File: config.mk
export PLATFORM = sky130hd
export DESIGN_NAME = tola_top
export DESIGN_NICKNAME = d
export VERILOG_FILES = /design/src/tola_pkg.sv /design/src/tola_delay.sv /design/src/tola_top.sv
export SDC_FILE = /design/constraint.sdc
export NUM_CORES = 1
export LEC_CHECK = 0
export ABC_CLOCK_PERIOD_IN_PS = 5950
export BUFFER_PORTS_ARGS = -buffer_cell sky130_fd_sc_hd__buf_2
export CAP_MARGIN = 0
export CELL_PAD_IN_SITES_DETAIL_PLACEMENT = 0
export CELL_PAD_IN_SITES_GLOBAL_PLACEMENT = 1
export CORE_AREA = 5 5 217 219
export DETAILED_ROUTE_END_ITERATION = 7
export DIE_AREA = 0 0 222 224
export GPL_ROUTABILITY_DRIVEN = 0
export PLACE_DENSITY = 0.68
export SLEW_MARGIN = 15
export SYNTH_ARGS = -nofsm -noshare
export SYNTH_HDL_FRONTEND = slang
export SYNTH_SLANG_ARGS = --single-unit
File: constraint.sdc
create_clock -name clk -period 5.95 [get_ports clk]
set_input_delay 0.2975 -clock clk [delete_from_list [all_inputs] [get_ports clk]]
set_output_delay 0.2975 -clock clk [all_outputs]
set_load 0.005 [all_outputs]
File: src/tola_pkg.sv
// How it works
// - Alarm enable bit; when off, no alarm pickup, timeout or alarm output.
// - Alarm level 0.60..0.99 of capacity used, default 0.70, only with alarm on.
// - Alarm delay 1..360 whole minutes, default 1, only with alarm on.
// - Current above ultimate trip level grows capacity and raises overload flag.
// - Sensor-in-use flag needs overload, sensor enable and a valid reading above 0.
// - Two external block inputs shown as input states, able to block the model.
// - Separate external input blocks only the trip order, alarm keeps running.
// - Status outputs: active, blocked, trip blocks, alarm, trip and trip order.
// - Separate alarm pickup and alarm timeout outputs.
// - External block acts only with block allowed and input assigned.
// - Trip level 0.60..0.99 default 0.99; trip delay 0.0..3600.0 seconds.
// - Permanent trip-order block suppresses the trip order regardless of inputs.
package tola_pkg;

  // ------------------------------------
  // Register map
  // ------------------------------------
  localparam logic [7:0] OFS_CTRL      = 8'h00;
  localparam logic [7:0] OFS_ALARM_LVL = 8'h04;
  localparam logic [7:0] OFS_ALARM_DLY = 8'h08;
  localparam logic [7:0] OFS_TRIP_LVL  = 8'h0c;
  localparam logic [7:0] OFS_TRIP_DLY  = 8'h10;
  localparam logic [7:0] OFS_ULT_LVL   = 8'h14;
  localparam logic [7:0] OFS_STATUS    = 8'h18;
  localparam logic [7:0] OFS_IRQ_STAT  = 8'h1c;
  localparam logic [7:0] OFS_IRQ_MASK  = 8'h20;
  localparam logic [7:0] OFS_CAPACITY  = 8'h24;
  localparam logic [7:0] OFS_CMD       = 8'h28;

  // ------------------------------------
  // Control fields
  // ------------------------------------
  localparam int CTRL_FUNC_EN     = 0;
  localparam int CTRL_ALARM_EN    = 1;
  localparam int CTRL_TRIP_EN     = 2;
  localparam int CTRL_BLOCK_ALLOW = 3;
  localparam int CTRL_PERM_BLOCK  = 4;
  localparam int CTRL_TBLK_ALLOW  = 5;
  localparam int CTRL_SENSOR_EN   = 6;
  localparam int CTRL_ASSIGN_A    = 7;
  localparam int CTRL_ASSIGN_B    = 8;
  localparam int CTRL_ASSIGN_T    = 9;
  localparam int CTRL_W           = 10;
  localparam int CMD_CLEAR_CAP    = 0;

  localparam logic [CTRL_W-1:0] CTRL_RST = 10'h007;

  // ------------------------------------
  // Settings: levels in hundredths, delays in minutes or tenths of seconds
  // ------------------------------------
  localparam logic [6:0]  LVL_MIN        = 7'h3c;
  localparam logic [6:0]  LVL_MAX        = 7'h63;
  localparam logic [6:0]  ALARM_LVL_RST  = 7'h46;
  localparam logic [6:0]  TRIP_LVL_RST   = 7'h63;
  localparam logic [8:0]  ALARM_DLY_MIN  = 9'h001;
  localparam logic [8:0]  ALARM_DLY_MAX  = 9'h168;
  localparam logic [8:0]  ALARM_DLY_RST  = 9'h001;
  localparam logic [15:0] TRIP_DLY_MAX   = 16'h8ca0;
  localparam logic [15:0] TRIP_DLY_RST   = 16'h0000;
  localparam logic [15:0] ULT_LVL_RST    = 16'h0100;

  // Capacity held in hundredths of a percent, 0..1000 %
  localparam int          CAP_W          = 17;
  localparam logic [16:0] CAP_MAX        = 17'h186a0;
  localparam logic [16:0] CAP_PER_LVL    = 17'h00064;
  localparam logic [16:0] CAP_STEP_RST   = 17'h00001;

  // ------------------------------------
  // Timing
  // ------------------------------------
  localparam int CLK_HZ        = 50_000_000;
  localparam int TICK_MS       = 1;
  localparam int TICK_CYCLES   = CLK_HZ / 1000 * TICK_MS;
  localparam int MS_PER_MIN    = 60_000;
  localparam int MS_PER_TENTH  = 100;
  localparam int DLY_W         = 26;

  // ------------------------------------
  // Status layout and interrupt events
  // ------------------------------------
  typedef struct packed {
    logic tempSensorInUse;
    logic overloadAboveServiceFactor;
    logic alarmTimeout;
    logic alarmPickup;
    logic tripOrder;
    logic trip;
    logic alarm;
    logic tripOrderExtBlocked;
    logic tripOrderPermBlock;
    logic externallyBlocked;
    logic moduleActive;
  } tola_status_s;

  localparam int IRQ_W = 5;
  typedef struct packed {
    logic tripOrder;
    logic overload;
    logic trip;
    logic alarmTimeout;
    logic alarmPickup;
  } tola_irq_s;

endpackage

File: src/tola_delay.sv
`timescale 1ns/100ps
module tola_delay
  import tola_pkg::*;
#(
  parameter int W = DLY_W
) (
  input  wire logic         clk,
  input  wire logic         rst,
  input  wire logic         run,
  input  wire logic         msTick,
  input  wire logic [W-1:0] targetMs,
  output logic              done
);

  logic [W-1:0] count_reg;
  logic         done_reg;

  // Count restarts whenever the run condition drops
  always_ff @(posedge clk) begin
    if (rst || !run) begin
      count_reg <= '0;
    end else if (msTick && count_reg < targetMs) begin
      count_reg <= count_reg + W'(1);
    end
  end

  always_ff @(posedge clk) begin
    if (rst || !run) begin
      done_reg <= 1'b0;
    end else begin
      done_reg <= (count_reg >= targetMs);
    end
  end

  assign done = done_reg & run;

endmodule

File: src/tola_top.sv
`timescale 1ns/100ps
module tola_top
  import tola_pkg::*;
#(
  parameter int          N_SENSORS  = 2,
  parameter int          TEMP_W     = 12,
  parameter int          CUR_W      = 16,
  parameter int          TICK_CYC   = TICK_CYCLES,
  parameter logic [16:0] CAP_STEP   = CAP_STEP_RST
) (
  input  wire logic                        clk,
  input  wire logic                        rst,
  // APB
  input  wire logic                        psel,
  input  wire logic                        penable,
  input  wire logic                        pwrite,
  input  wire logic [7:0]                  paddr,
  input  wire logic [31:0]                 pwdata,
  output logic [31:0]                      prdata,
  output logic                             pready,
  output logic                             pslverr,
  // Measurement and assigned signals
  input  wire logic [CUR_W-1:0]            phaseCurrent,
  input  wire logic [N_SENSORS-1:0]        tempValid,
  input  wire logic [N_SENSORS*TEMP_W-1:0] tempValue,
  input  wire logic                        extBlockInA,
  input  wire logic                        extBlockInB,
  input  wire logic                        extTripOrderBlock,
  // Status
  output tola_status_s                     status,
  output logic [2:0]                       inputStates,
  output logic [CAP_W-1:0]                 thermalCapacityUsed,
  output logic                             irq
);

  // ------------------------------------
  // Helpers
  // ------------------------------------
  function automatic logic [6:0] clampLvl(input logic [31:0] v);
    if (v[31:7] != '0 || v[6:0] > LVL_MAX) begin
      return LVL_MAX;
    end else if (v[6:0] < LVL_MIN) begin
      return LVL_MIN;
    end
    return v[6:0];
  endfunction

  function automatic logic [8:0] clampMin(input logic [31:0] v);
    if (v[31:9] != '0 || v[8:0] > ALARM_DLY_MAX) begin
      return ALARM_DLY_MAX;
    end else if (v[8:0] < ALARM_DLY_MIN) begin
      return ALARM_DLY_MIN;
    end
    return v[8:0];
  endfunction

  function automatic logic [CAP_W-1:0] lvlToCap(input logic [6:0] lvl);
    return CAP_W'(lvl) * CAP_PER_LVL;
  endfunction

  // ------------------------------------
  // Bus decode
  // ------------------------------------
  logic setupPhase;
  logic wrEn;
  logic mapped;

  assign setupPhase = psel & ~penable;
  assign wrEn       = psel & penable & pwrite;
  assign pready     = 1'b1;

  always_comb begin
    case (paddr)
      OFS_CTRL, OFS_ALARM_LVL, OFS_ALARM_DLY, OFS_TRIP_LVL, OFS_TRIP_DLY,
      OFS_ULT_LVL, OFS_STATUS, OFS_IRQ_STAT, OFS_IRQ_MASK, OFS_CAPACITY,
      OFS_CMD: mapped = 1'b1;
      default: mapped = 1'b0;
    endcase
  end

  assign pslverr = psel & penable & ~mapped;

  // ------------------------------------
  // Settings registers
  // ------------------------------------
  logic [CTRL_W-1:0] ctrl_reg;
  logic [6:0]        alarmLvl_reg;
  logic [8:0]        alarmDly_reg;
  logic [6:0]        tripLvl_reg;
  logic [15:0]       tripDly_reg;
  logic [CUR_W-1:0]  ultLvl_reg;
  logic [IRQ_W-1:0]  irqMask_reg;

  always_ff @(posedge clk) begin
    if (rst) begin
      ctrl_reg     <= CTRL_RST;
      alarmLvl_reg <= ALARM_LVL_RST;
      alarmDly_reg <= ALARM_DLY_RST;
      tripLvl_reg  <= TRIP_LVL_RST;
      tripDly_reg  <= TRIP_DLY_RST;
      ultLvl_reg   <= CUR_W'(ULT_LVL_RST);
      irqMask_reg  <= '0;
    end else if (wrEn) begin
      case (paddr)
        OFS_CTRL:      ctrl_reg     <= pwdata[CTRL_W-1:0];
        OFS_ALARM_LVL: alarmLvl_reg <= clampLvl(pwdata);
        OFS_ALARM_DLY: alarmDly_reg <= clampMin(pwdata);
        OFS_TRIP_LVL:  tripLvl_reg  <= clampLvl(pwdata);
        OFS_TRIP_DLY: begin
          // Out-of-range delay saturates at 3600.0 s
          tripDly_reg <= (pwdata[31:16] != '0 || pwdata[15:0] > TRIP_DLY_MAX) ?
                         TRIP_DLY_MAX : pwdata[15:0];
        end
        OFS_ULT_LVL:   ultLvl_reg   <= pwdata[CUR_W-1:0];
        OFS_IRQ_MASK:  irqMask_reg  <= pwdata[IRQ_W-1:0];
        default: begin
        end
      endcase
    end
  end

  // ------------------------------------
  // Millisecond tick
  // ------------------------------------
  // One bit at least, so a one-cycle tick still has a counter
  localparam int TICK_W = (TICK_CYC > 1) ? $clog2(TICK_CYC) : 1;
  logic [TICK_W-1:0] tick_reg;
  logic              msTick;

  assign msTick = (tick_reg == $bits(tick_reg)'(TICK_CYC - 1));

  always_ff @(posedge clk) begin
    if (rst || msTick) begin
      tick_reg <= '0;
    end else begin
      tick_reg <= tick_reg + $bits(tick_reg)'(1);
    end
  end

  // ------------------------------------
  // Blocking
  // ------------------------------------
  logic funcEn;
  logic blocked;
  logic active;
  logic tripBlkExt;

  assign funcEn  = ctrl_reg[CTRL_FUNC_EN];
  // An unassigned input or a disallowed block leaves the model running
  assign blocked = funcEn & ctrl_reg[CTRL_BLOCK_ALLOW] &
                   ((extBlockInA & ctrl_reg[CTRL_ASSIGN_A]) |
                    (extBlockInB & ctrl_reg[CTRL_ASSIGN_B]));
  assign active  = funcEn & ~blocked;
  assign tripBlkExt = active & ctrl_reg[CTRL_TBLK_ALLOW] & ctrl_reg[CTRL_ASSIGN_T] &
                      extTripOrderBlock;

  // ------------------------------------
  // Thermal capacity used
  // ------------------------------------
  logic             overload;
  logic [CAP_W-1:0] cap_reg;
  logic [CAP_W-1:0] cap_next;
  logic             clearCmd;

  assign overload = funcEn & (phaseCurrent > ultLvl_reg);
  assign clearCmd = wrEn & (paddr == OFS_CMD) & pwdata[CMD_CLEAR_CAP];

  always_comb begin
    cap_next = cap_reg;
    if (overload && msTick) begin
      // Saturate at the top of the 0..1000 % range
      cap_next = (CAP_MAX - cap_reg < CAP_STEP) ? CAP_MAX : cap_reg + CAP_STEP;
    end
  end

  always_ff @(posedge clk) begin
    if (rst || clearCmd) begin
      cap_reg <= '0;
    end else begin
      cap_reg <= cap_next;
    end
  end

  assign thermalCapacityUsed = cap_reg;

  // ------------------------------------
  // Temperature sensors
  // ------------------------------------
  logic [N_SENSORS-1:0] warmValid;

  generate
    for (genvar i = 0; i < N_SENSORS; i++) begin : g_sensor
      logic signed [TEMP_W-1:0] t;
      assign t            = tempValue[i*TEMP_W +: TEMP_W];
      assign warmValid[i] = tempValid[i] & (t > TEMP_W'(0));
    end
  endgenerate

  // ------------------------------------
  // Alarm and trip supervision
  // ------------------------------------
  logic             alarmOn;
  logic             alarmPick;
  logic             alarmDone;
  logic             tripPick;
  logic             tripDone;
  logic [DLY_W-1:0] alarmMs;
  logic [DLY_W-1:0] tripMs;

  assign alarmOn   = active & ctrl_reg[CTRL_ALARM_EN];
  assign alarmPick = alarmOn & (cap_reg >= lvlToCap(alarmLvl_reg));
  assign tripPick  = active & ctrl_reg[CTRL_TRIP_EN] &
                     (cap_reg >= lvlToCap(tripLvl_reg));
  assign alarmMs   = DLY_W'(alarmDly_reg) * DLY_W'(MS_PER_MIN);
  assign tripMs    = DLY_W'(tripDly_reg) * DLY_W'(MS_PER_TENTH);

  // Delay restarts when pickup drops or the block clears it
  tola_delay #(
    .W        (DLY_W)
  ) u_alarm_delay (
    .clk      (clk),
    .rst      (rst),
    .run      (alarmPick),
    .msTick   (msTick),
    .targetMs (alarmMs),
    .done     (alarmDone)
  );

  tola_delay #(
    .W        (DLY_W)
  ) u_trip_delay (
    .clk      (clk),
    .rst      (rst),
    .run      (tripPick),
    .msTick   (msTick),
    .targetMs (tripMs),
    .done     (tripDone)
  );

  // ------------------------------------
  // Status outputs
  // ------------------------------------
  tola_status_s st_next;
  tola_status_s st_reg;

  always_comb begin
    st_next                            = '0;
    st_next.moduleActive               = active;
    st_next.externallyBlocked          = blocked;
    st_next.tripOrderPermBlock         = active & ctrl_reg[CTRL_PERM_BLOCK];
    st_next.tripOrderExtBlocked        = tripBlkExt;
    st_next.alarmPickup                = alarmPick;
    st_next.alarmTimeout               = alarmPick & alarmDone;
    st_next.alarm                      = alarmPick & alarmDone;
    st_next.trip                       = tripPick & tripDone;
    // Trip stays visible even when only the order is held back
    st_next.tripOrder                  = tripPick & tripDone &
                                         ~ctrl_reg[CTRL_PERM_BLOCK] & ~tripBlkExt;
    st_next.overloadAboveServiceFactor = overload;
    st_next.tempSensorInUse            = overload & ctrl_reg[CTRL_SENSOR_EN] &
                                         (|warmValid);
  end

  always_ff @(posedge clk) begin
    if (rst) begin
      st_reg <= '0;
    end else begin
      st_reg <= st_next;
    end
  end

  always_ff @(posedge clk) begin
    if (rst) begin
      inputStates <= '0;
    end else begin
      inputStates <= {extTripOrderBlock, extBlockInB, extBlockInA};
    end
  end

  assign status = st_reg;

  // ------------------------------------
  // Interrupts
  // ------------------------------------
  tola_irq_s        ev;
  logic [IRQ_W-1:0] irqStat_reg;
  logic [IRQ_W-1:0] irqStat_next;
  logic [IRQ_W-1:0] irqClr;

  always_comb begin
    ev.alarmPickup  = st_next.alarmPickup & ~st_reg.alarmPickup;
    ev.alarmTimeout = st_next.alarmTimeout & ~st_reg.alarmTimeout;
    ev.trip         = st_next.trip & ~st_reg.trip;
    ev.overload     = st_next.overloadAboveServiceFactor &
                      ~st_reg.overloadAboveServiceFactor;
    ev.tripOrder    = st_next.tripOrder & ~st_reg.tripOrder;
  end

  assign irqClr       = (wrEn && paddr == OFS_IRQ_STAT) ? pwdata[IRQ_W-1:0] : '0;
  // A new event in the clearing cycle survives the clear
  assign irqStat_next = (irqStat_reg & ~irqClr) | ev;

  always_ff @(posedge clk) begin
    if (rst) begin
      irqStat_reg <= '0;
    end else begin
      irqStat_reg <= irqStat_next;
    end
  end

  always_ff @(posedge clk) begin
    if (rst) begin
      irq <= 1'b0;
    end else begin
      irq <= |(irqStat_next & irqMask_reg);
    end
  end

  // ------------------------------------
  // Read data
  // ------------------------------------
  logic [31:0] rd_next;

  always_comb begin
    case (paddr)
      OFS_CTRL:      rd_next = 32'(ctrl_reg);
      OFS_ALARM_LVL: rd_next = 32'(alarmLvl_reg);
      OFS_ALARM_DLY: rd_next = 32'(alarmDly_reg);
      OFS_TRIP_LVL:  rd_next = 32'(tripLvl_reg);
      OFS_TRIP_DLY:  rd_next = 32'(tripDly_reg);
      OFS_ULT_LVL:   rd_next = 32'(ultLvl_reg);
      OFS_STATUS:    rd_next = 32'({inputStates, st_reg});
      OFS_IRQ_STAT:  rd_next = 32'(irqStat_reg);
      OFS_IRQ_MASK:  rd_next = 32'(irqMask_reg);
      OFS_CAPACITY:  rd_next = 32'(cap_reg);
      default:       rd_next = 32'h0000_0000;
    endcase
  end

  // Captured in the setup cycle so prdata is a flop in the access cycle
  always_ff @(posedge clk) begin
    if (rst) begin
      prdata <= '0;
    end else if (setupPhase) begin
      prdata <= rd_next;
    end
  end

endmodule

# Yosys cells after proc, flatten, opt, wreduce, memory -nomap -nowiden
# Cells that the tools add are included.
# word_totals
wordCells	164
output_inout_bits	66
register_bits	208
# op_classes
reduce_logical	27
multipliers	4
bitwise	50
eq_ne	11
addsub	5
n_lt_le_gt_ge	15
muxes	25
# ops
operator	count
$pmux W17 S10	1
$add A26 B1 Y26 const B	2
$and A1 B1 Y1	35
$ge A17 B14 Y1	2
$eq A8 B5 Y1 const B	4
$mux W7	4
$mux W9	3
$ge A26 B23 Y1	1
$ge A26 B25 Y1	1
$lt A26 B23 Y1	1
$lt A26 B25 Y1	1
$reduce_bool A25 Y1	1
$eq A8 B6 Y1 const B	3
$gt A12 B1 Y1 const B	2
$mul A7 B5 Y12 const B	2
$reduce_bool A23 Y1	1
$mul A16 B5 Y21 const B	1
$mul A9 B11 Y20 const B	1
$add A17 B1 Y17 const B	1
$lt A17 B1 Y1 const B	1
$mux W17	1
$sub A17 B17 Y17 const A	1
$add A16 B1 Y16 const B	1
$eq A16 B16 Y1 const B	1
other kinds (25)	65

# Logic depth before layout (Yosys ltp)
# Gate-level depths: netlist (run 1).
# logic_depth
depth_word	15
ltp_mapped	25
ltp_nobuf	24

# Modules after synthesis
# A second synthesis (run 1) with hierarchy kept.
# hier_totals
hier_cells	1976
hier_area_um2	16463.3
# by_module_without_submodules
mod	area_each_um2	instances	cells_each	seq_area_each_um2
tola_top	12229.2	1	1448	2782.7
tola_delay	2117.0	2	264	540.5

# Worst setup path before layout (run 1)
# OpenSTA, ideal clock, no wires.
# synth_path
path_kind	reg2reg
from	register alarmDly_reg[7]
to	register u_alarm_delay.count_reg[14]
stages_incl_launch_ff	26
path_slack_ps	-19
arrival_ps	5855
t_required_ps	5835
synth_period_minus_slack_ps	5969
path_buffers	1
path_cell_list	dfxtp_1 -> inv_1 -> ha_1 -> fa_1 -> inv_1 -> fa_1 -> inv_1 -> fa_1 -> inv_1 -> ha_1 -> o21ai_0 -> o21ai_0 -> nand2_1 -> o311a_1 -> o21bai_1 -> a21oi_1 -> xor2_1 -> ha_1 -> nand4b_1 -> or3_1 -> a211o_1 -> and3_1 -> nand4_1 -> clkbuf_1 -> nor4_1 -> o21a_1
# synth_via
elab_chain_len	3
# synth_lines
item	line	text
from (decl)	tola_top.sv:88	logic [8:0] alarmDly_reg;
from (signal assigned)	tola_top.sv:107	OFS_ALARM_DLY: alarmDly_reg <= clampMin(pwdata);
$mul A9 B11 Y20	tola_top.sv:214	assign alarmMs = DLY_W'(alarmDly_reg) * DLY_W'(MS_PER_MIN);
$lt A26 B25 Y1	tola_delay.sv:22	end else if (msTick && count_reg < targetMs) begin
$logic_and A1 B1 Y1	tola_delay.sv:22	
to (signal assigned)	tola_delay.sv:23	count_reg <= count_reg + W'(1);
to (decl)	tola_delay.sv:15	logic [W-1:0] count_reg;
# Every way passes these cells.
# A chain may end at the register's enable or synchronous reset.

# Final worst setup path (run 1)
# layout_path
from	register alarmDly_reg[1]
to	register u_alarm_delay.count_reg[19]
# Same word-level chain as after synthesis.

==> out/metrics.csv, run 1 <==
metric;value;unit
outcome;complete, no violations;
viasPerCell;5.45;
drtIter0Drc;1197;
clock-sinks;193;
ant_nets;0;
cp_slowest_stage_delay;550;ps
crit_slowest_cell;fa_1;
synth-xor-area-share;4.57;%
fin_skew;21.0;ps
grt_util_met1;27.6;%
p_leak;8.17;nW
drc;0;
hold-path-cell-count;2;
crit_path_start_kind;flip-flop;
rr_endpoint;u_alarm_delay.count_reg[19];
cp.required;6320;ps
wl_per_cell;19.4;µm
synth_compound_area_share;18.7;%
post-route-util;40.1;%
cts_root_buf;clkbuf_16;
met3_usage;3.28;%
synth_area;15500;µm²
critPathMostFrequentCell;fa_1;
hold_viol_final;0;
synth_top_area_share;24.9;%
drv_cap;0;
ys_types;79;
grt.overflow.total;0;
ys.flop_type;dfxtp_1;
drive_above_1_share;15.2;%
die_x;222;µm
port_buffers;139;
gr-max-usage-layer;met2;
yosys_warnings;0;
drt-pass1-iter-count;6;
seq_area_frac_synth;24.9;%
ctsHoldBuffers;0;
grt_max_degree;59;
clkLatencyLatePin;490;ps
start_util;34.6;%
worstReg2RegStart;alarmDly_reg[1];
hp-class;in -> reg;
cts_buffers;17;
synth_top_cell_by_area;dfxtp_1;
slew_viol_final;0;
die_area;49700;µm²
clkTransAtPathRegs;80;ps
power.density;149;nW/µm²
wirelength;50.5;mm
num_rows;78;
ys_seq_elements;193;
fin_crit;5880;ps
htreeDepth;4;
end_kind;flip-flop;
vdd_drop_max;139;µV
worstPathMaxFanout;6;
cts_tree;built;
route.vias.total;14200;
core;44900;µm²
async_flop_share;0;%
fmax;170;MHz
syn_inst;1848;
globalRouteTotalUtil;19.7;%
synth_top_family_by_area;adder cells;
synth-simple-area-share;18.1;%
synthAdderAreaFrac;25.7;%
min_to;inputStates[1];
rsz0062_at_grt;true;
arrival;6250;ps
rrSetupSlack;70;ps
place_hpwl;39.5;mm
grt_util_met2;31.8;%
chipHeight;224;µm
nets;2371;
criticalPathCategory;reg -> reg;
setup_viol;0;
synth.area.top_cells;dfxtp_1 25%, ha_1 20%, fa_1 5.5%, inv_1 4.9%, a21oi_1 4.3%;
min_from;extBlockInB;
synthMuxAreaShare;0.330;%
slew_headroom;39.7;%
reg2regPathDepth;25;
grt_pass1_vias;13700;
avgSynthCellArea;8.40;µm²
grt_pass1_wl;78.2;mm
antenna_found_initial;1;
syn2layout_area_growth;15.8;%
min_period_over_period;98.8;%
tightest_slew;902;ps
cts_buffer_depth;2;
finalPower;2.68;mW
synth-edff-count;0;
ioPinCount;156;
cells in the final DEF, fill, tap and decap left out, types with 24 or more instances in the layout:
cell and instances:
nor4_1 24, ha_1 244, buf_4 51, nand3_1 78, fa_1 42, inv_1 198
a21o_1 25, a21oi_1 125, nand4_1 32, nand2_1 128, a22oi_1 27, o21ai_0 44
dfxtp_1 182, xnor2_1 39, buf_2 139, and3_1 34, xor2_1 42, or4_1 25
nor2_1 98
how the worst max path moves through the flow:
stage	start	to	slack, ps	cells past startpoint
finish	alarmDly_reg[1]	u_alarm_delay.count_reg[19]	70	25
global route	alarmDly_reg[1]	u_alarm_delay.count_reg[7]	-160	24
CTS	alarmDly_reg[7]	u_alarm_delay.count_reg[16]	4	25
detailed placement	alarmDly_reg[3]	u_alarm_delay.count_reg[5]	-110	26
global placement	alarmDly_reg[3]	u_alarm_delay.count_reg[5]	-3	25
floorplan	alarmDly_reg[7]	u_alarm_delay.count_reg[14]	70	25
cell usage after synthesis, types with 13 or more instances:
cell type and number:
a221oi_1 14, nor2_1 100, nand4_1 32, dfxtp_1 193, xnor2_1 39, nand2_1 129, nand3_1 79, inv_1 203
xor2_1 42, a31oi_1 21, o31ai_1 21, o21a_1 21, or4_1 28, buf_4 17, and3_1 35, a211oi_1 13
o21ai_0 49, fa_1 43, nor3_1 20, clkbuf_1 68, a22o_1 18, or3_1 18, ha_1 250, a22oi_1 27
nor4_1 27, a21o_1 25, a21oi_1 132, o31a_1 14, o211ai_1 13, nor2b_1 14, o21ai_1 15
timing repair:
action | in CTS | in global routing
endpoints found under the setup margin | 20 | 42
gates resized for setup | 13 | 65
buffers inserted | 0 | 6
cloned | 3 | 0
pin swaps | 8 | 41
logic make-up after synthesis:
kind of cell | after synthesis
other | 2
muxes | 5
and+or+nand+nor | 540
DFF | 193
xor gates and xnor gates | 81
buffers and inverters | 299
adders and majority gates | 293
AOI/OAI and AO/OA | 435
area by class of cell:
| type | count | area, µm² |
|---|---|---|
| Fill cell | 4606 | 26900 |
| Multi-Input combinational cell | 1370 | 10800 |
| Sequential cell | 193 | 3880 |
| Timing Repair Buffer | 201 | 1200 |
| Inverter | 205 | 769 |
| Tap cell | 600 | 751 |
| Clock buffer | 18 | 429 |
| Clock inverter | 14 | 195 |
| Antenna cell | 1 | 2.50 |
layer usage:
metal / vias up / wire [µm]
met5: - / 0
met4: 0 / 899
met3: 55 / 2940
met2: 409 / 23100
met1: 6836 / 23600
li1: 6887 / -
per-stage QoR:
stage                     TNS [ps]  worst slack (ps)  cells  hold WS [ps]  area (µm²)
after floorplan                  0              68.7   1862           423       15600
after global placement       -3.09             -3.09   2561           443       17000
after detailed placement     -1160              -110   2561           457       17000
after CTS                        0              3.71   2596          31.7       17700
after global routing         -2070              -160   2601          87.9       18000
final                            0              69.9   2602          87.6       18000
critical path: cells and delay by family (launching register included):
kind | cells | cell delay [ps]
xor+xnor | 1 | 150
buf+inv | 5 | 450
flops | 1 | 350
fa+ha+maj | 6 | 2600
compound gates | 5 | 1060
simple gates | 8 | 1180
power by group:
group / internal [mW] / switching [mW] / leakage [nW]
logic: 0.0510 / 0.0958 / 6.30
clock network: 0.609 / 0.617 / 0.297
registers: 1.30 / 0.0109 / 1.56
total: 1.96 / 0.724 / 8.17
Note: power is estimated with default switching activity, not from simulation.
==> run 2: changes to the inputs <==
- CORE_AREA: 5 5 217 219 -> 5 5 304 157
- DIE_AREA: 0 0 222 224 -> 0 0 309 162
==> run 2 against run 1 <==
- the flow now finishes with violations (setup timing)
- sequential power about the same
- cell count up 0.27%
- critical path depth grew 2
- setup slack lost 120 ps
- total power up 1.0%
- combinational power fell by 3%
- fmax down 2.0%
- critical path type unchanged
==> out/metrics.csv, run 2 (synthesis results as in run 1) <==
metric;value;unit;change
cts_buffer_depth;2;;unchanged
post-route-util;40.4;%;+0.35 points
crit_buf_inv;7;;+2
syn2layout_area_growth;16.2;%;
wirelength;52.6;mm;+4.2%
critPathMostFrequentCell;ha_1;;
rsz0062_at_grt;true;;
gr-max-usage-layer;met1;;
reg2regPathDepth;27;;+8.0%
vdd_drop_max;212;µV;+53%
route.vias.total;14300;;+0.74%
clkLatencyLatePin;470;ps;-20 ps
fillers;4477;;-2.8%
worstPathMaxFanout;6;;unchanged
grt_util_met1;31.3;%;+3.7 points
ioPinCount;156;;unchanged
clock-sinks;193;;unchanged
worstReg2RegStart;alarmDly_reg[3];;
die_area;50100;µm²;+0.66%
drive_above_1_share;15.3;%;+0.081 points
rr_endpoint;u_alarm_delay.count_reg[23];;
p_leak;8.21;nW;+0.54%
min_period_over_period;101;%;+2.0 points
hold-path-cell-count;2;;unchanged
drtIter0Drc;1140;;-4.8%
power.density;150;nW/µm²;+0.68%
grt.overflow.total;0;;unchanged
min_to;inputStates[0];;
fin_ws;-48.9;ps;-119 ps
layout_common_cells;243 x ha_1, 199 x inv_1, 184 x dfxtp_1;;
wl_per_cell;20.2;µm;+3.9%
setup_viol;1;;+1
mostFrequentLayoutCell;ha_1;;
multi_input_area;10700;µm²;-0.24%
grt_util_met2;26.9;%;-4.9 points
antenna_found_initial;5;;+4
fin_crit;6000;ps;+119 ps
grt_pass1_vias;13400;;-2.2%
design_area;18100;µm²;+0.35%
globalRouteTotalUtil;20.6;%;+0.87 points
clkTransAtPathRegs;90;ps;about the same
drt-pass1-iter-count;5;;-1
port_buffers;139;;unchanged
criticalPathCategory;reg -> reg;;
crit_path_start_kind;flip-flop;;
grt_pass1_wl;79.9;mm;+2.2%
tightest_slew;1020;ps;+114 ps
cts_tree;built;;
crit_slowest_cell;fa_1;;
cp_top_family;adder cells;;
nets;2380;;+0.38%
place_hpwl;41.5;mm;+5.2%
violations;setup timing;;
end_kind;flip-flop;;
fmax;167;MHz;-2.0%
cts_buffers;17;;unchanged
ant_nets;0;;unchanged
viasPerCell;5.48;;+0.47%
drv_cap;0;;unchanged
slew_headroom;32.0;%;-7.6 points
timing.hold.ws;76.0;ps;-11.6 ps
fin_cells;2609;;+0.27%
rrSetupSlack;-50;ps;-120 ps
cts_root_buf;clkbuf_16;;
cp.required;6320;ps;about the same
hp-class;in -> reg;;
min_from;extBlockInA;;
drc;0;;unchanged
placed_cells;2564;;+0.12%
outcome;finished, violations left;;
start_util;34.8;%;+0.18 points
regArea;3880;µm²;unchanged
htreeDepth;4;;unchanged
cp_slowest_stage_delay;530;ps;-20 ps
grt_max_degree;59;;unchanged
core;44700;µm²;-0.52%
hold_viol_final;0;;unchanged
fin_skew;18.1;ps;-2.82 ps
arrival;6370;ps;+120 ps
dpl-instance-area;17100;µm²;+0.35%
die_x;309;µm;+39%
place_ws;-246;ps;-136 ps
slew_viol_final;0;;unchanged
num_rows;55;;-29%
chipHeight;162;µm;-28%
met3_usage;8.64;%;+5.4 points
==> run 2: layout make-up <==
class,count,share of cell area (%)
multi-input combinational,1370,59.5
clock inverter,14,1.04
clock buffer,18,2.43
inverter,205,4.26
tap,598,4.14
antenna,1,0.0139
timing repair buffer,210,7.16
sequential,193,21.5
==> run 2: worst max-delay path by stage <==
stage                    startpoint                           to  slack, ps  cells after the start
floorplan           alarmDly_reg[7]  u_alarm_delay.count_reg[14]         70                     25
global placement    alarmDly_reg[7]   u_alarm_delay.count_reg[9]       -130                     25
detailed placement  alarmDly_reg[7]   u_alarm_delay.count_reg[9]       -250                     25
CTS                 alarmDly_reg[2]  u_alarm_delay.count_reg[24]        -10                     24
global route        alarmDly_reg[0]  u_alarm_delay.count_reg[23]       -230                     25
finish              alarmDly_reg[3]  u_alarm_delay.count_reg[23]        -50                     27
==> run 2: worst register-to-register path, delay by kind of cell (launching register included) <==
kind,cells,cell delay (ps)
DFF,1,350
xor gates and xnor gates,1,180
AOI/OAI and AO/OA,10,1990
adders and majority gates,6,2050
buffers and inverters,7,860
and+or+nand+nor,3,500
==> run 2: what timing repair did <==
| action | in CTS | in global routing |
|---|---|---|
| resized for setup | 37 | 29 |
| pin swaps | 42 | 13 |
| setup buffers | 7 | 5 |
| cloned | 3 | 0 |
| hold buffers | 0 | 0 |
| setup endpoints to repair | 25 | 44 |
==> run 2: stage by stage <==
stage	total power, mW	setup TNS, ps
5_1_grt	2.79	-2710
3_3_place_gp	1.47	-1690
6_report	2.71	-48.9
4_1_cts	2.73	-63.0
2_1_floorplan	1.41	0
3_5_place_dp	1.48	-3910
==> run 2: power by group <==
group / switching (mW) / total (mW) / internal, mW
combinational: 0.0921 / 0.143 / 0.0508
clock: 0.642 / 1.26 / 0.620
sequential: 0.00744 / 1.31 / 1.30
==> run 2: metal layers <==
metal / vias up / wire length [µm]
met1: 6855 / 26500
met5: - / 0
met3: 42 / 5800
li1: 6912 / -
met2: 483 / 19700
met4: 0 / 560
==> run 3: changes to the inputs <==
- HOLD_SLACK_MARGIN: unset -> 0.12
- RECOVER_POWER: unset -> 100
==> run 3 against run 2 <==
- the run ends with capacitance limit, slew limit, setup timing left
- count of clock-buffer cells in the layout unchanged
- non-clock buffer count increased by 5
- routed wire length about the same
- first-iteration DRC count decreased by 0.88%
- hold slack improved by 71 ps
- register-to-register slack about the same
- sequential share of layout area about the same
- fmax increased by 0.12%
- sequential cell count unchanged
- total power about the same
- sequential power about the same
- critical endpoint unchanged
- largest power group unchanged
==> out/metrics.csv, run 3 (synthesis results as in run 1) <==
metric;value;unit;change
timing.hold.ws;147;ps;+70.6 ps
drv_cap;2;;+2
p_leak;8.09;nW;-1.5%
finalPower;2.71;mW;about the same
hp-class;in -> reg;;
fmax;167;MHz;+0.12%
ant_nets;0;;unchanged
cts_root_buf;clkbuf_16;;
criticalPathCategory;reg -> reg;;
num_rows;55;;unchanged
rr_endpoint;u_alarm_delay.count_reg[23];;
crit_buf_inv;7;;unchanged
drtIter0Drc;1130;;-0.88%
power_frac_comb;5.3;%;about the same
cp_slowest_stage_delay;530;ps;about the same
arrival;6360;ps;about the same
min_from;pwdata[11];;
syn2layout_area_growth;16.2;%;about the same
crit_path_start_kind;flip-flop;;
layout_common_cells;243 x ha_1, 199 x inv_1, 184 x dfxtp_1;;
multi_input_area;10700;µm²;about the same
seq_power_share;48.2;%;about the same
cp_top_family;adder cells;;
grt_pass1_vias;13500;;+0.13%
mostFrequentLayoutCell;ha_1;;
tightest_slew;3250;ps;+2230 ps
hold_viol_final;0;;unchanged
wirelength;52.6;mm;about the same
rrSetupSlack;-40;ps;about the same
placed_cells;2564;;unchanged
min_period_over_period;101;%;-0.12 points
worstPathMaxFanout;6;;unchanged
clkLatencyLatePin;470;ps;about the same
cp.required;6320;ps;about the same
min_to;ultLvl_reg[11];;
setup_viol;1;;unchanged
sw_frac_of_total;27.3;%;about the same
die_area;50100;µm²;unchanged
drive_above_1_share;13.4;%;-1.9 points
htreeDepth;4;;unchanged
chipHeight;162;µm;unchanged
p_switching;741;µW;about the same
end_kind;flip-flop;;
wl_per_cell;20.1;µm;-0.17%
viasPerCell;5.46;;-0.38%
grt_pass1_wl;79.9;mm;about the same
nets;2385;;+0.21%
fin_cells;2613;;+0.15%
antenna_found_initial;4;;-1
antenna_cells;0;;-1
crit_slowest_cell;fa_1;;
die_x;309;µm;unchanged
post-route-util;40.4;%;about the same
core;44700;µm²;unchanged
cts_buffers;17;;unchanged
globalRouteTotalUtil;20.6;%;about the same
fillers;4493;;+0.36%
clock-sinks;193;;unchanged
fin_crit;5990;ps;-7.19 ps
hold-path-cell-count;3;;+1
route.vias.total;14300;;-0.23%
fin_skew;18.4;ps;+0.286 ps
grt.overflow.total;0;;unchanged
cts_buffer_depth;2;;unchanged
clkTransAtPathRegs;80;ps;about the same
port_buffers;139;;unchanged
grt_max_degree;59;;unchanged
drt-pass1-iter-count;6;;+1
rsz0062_at_grt;true;;
regArea;3880;µm²;unchanged
slew_headroom;-117;%;-150 points
worstReg2RegStart;alarmDly_reg[3];;
violations;capacitance limit, slew limit, setup timing;;
vdd_drop_max;212;µV;-0.18%
clockPowerShare;46.5;%;about the same
drc;0;;unchanged
place_hpwl;41.5;mm;unchanged
power.density;150;nW/µm²;+0.11%
p_int;1.97;mW;about the same
outcome;finished, violations left;;
reg2regPathDepth;27;;unchanged
slew_viol_final;96;;+96
start_util;34.8;%;unchanged
fin_ws;-41.7;ps;+7.19 ps
critPathMostFrequentCell;ha_1;;
ioPinCount;156;;unchanged
cts_tree;built;;
[run 3: cell types whose count changed in the layout (fill, tap and decap cells not counted), sizes merged]
cell / previous run / this run
buf: 210 / 175
clkbuf: 18 / 53
dlygate4sd3: 0 / 5
diode: 1 / 0
[run 3: layout make-up]
| type | count | area share, % |
|---|---|---|
| multi-input cells | 1370 | 59.5 |
| clock inverters | 14 | 1.04 |
| well taps | 598 | 4.15 |
| clock buffers | 18 | 2.43 |
| repair buffers | 215 | 7.15 |
| inverters | 205 | 4.27 |
| flip-flops and latches | 193 | 21.5 |
[run 3: worst max-delay path by stage]
stage,from,endpoint,cells past startpoint
global placement,alarmDly_reg[7],u_alarm_delay.count_reg[9],25
finish,alarmDly_reg[3],u_alarm_delay.count_reg[23],27
detailed placement,alarmDly_reg[7],u_alarm_delay.count_reg[9],25
global route,alarmDly_reg[0],u_alarm_delay.count_reg[23],25
floorplan,alarmDly_reg[7],u_alarm_delay.count_reg[14],25
CTS,alarmDly_reg[2],u_alarm_delay.count_reg[24],24
[run 3: metrics by stage]
step           TNS (ps)  setup WS, ps  cell area [µm²]
2_1_floorplan         0          68.7            15600
3_3_place_gp      -1690          -127            17100
3_5_place_dp      -3910          -246            17100
4_1_cts           -63.0         -14.9            18000
5_1_grt           -5440          -230            18000
6_report          -41.7         -41.7            18000
[run 3: timing repair]
action,in CTS,in global routing
hold buffers,5,0
endpoints found under the hold margin,5,0
pin swaps,42,13
gates cloned,3,0
gates resized for setup,37,29
setup endpoints to repair,25,44
buffers inserted,7,5
[run 3: worst min-delay path: stages]
cell and delay (ps):
buf_2 140, nand3_1 70, a21oi_1 50
[run 3: power by group through the flow]
stage	logic, mW	clock network, mW	registers, mW
finish	0.144	1.26	1.31
global route	0.156	1.33	1.31
CTS	0.142	1.28	1.31
detailed placement	0.138	0	1.34
global placement	0.136	0	1.34
floorplan	0.0712	0	1.34
[run 3: layer usage]
layer	GRT usage [%]	vias up	wire (µm)
met1	31.4	6812	26500
met5	0	-	0
met4	3.31	0	499
met3	8.64	39	5890
met2	26.9	487	19700
li1	-	6921	-
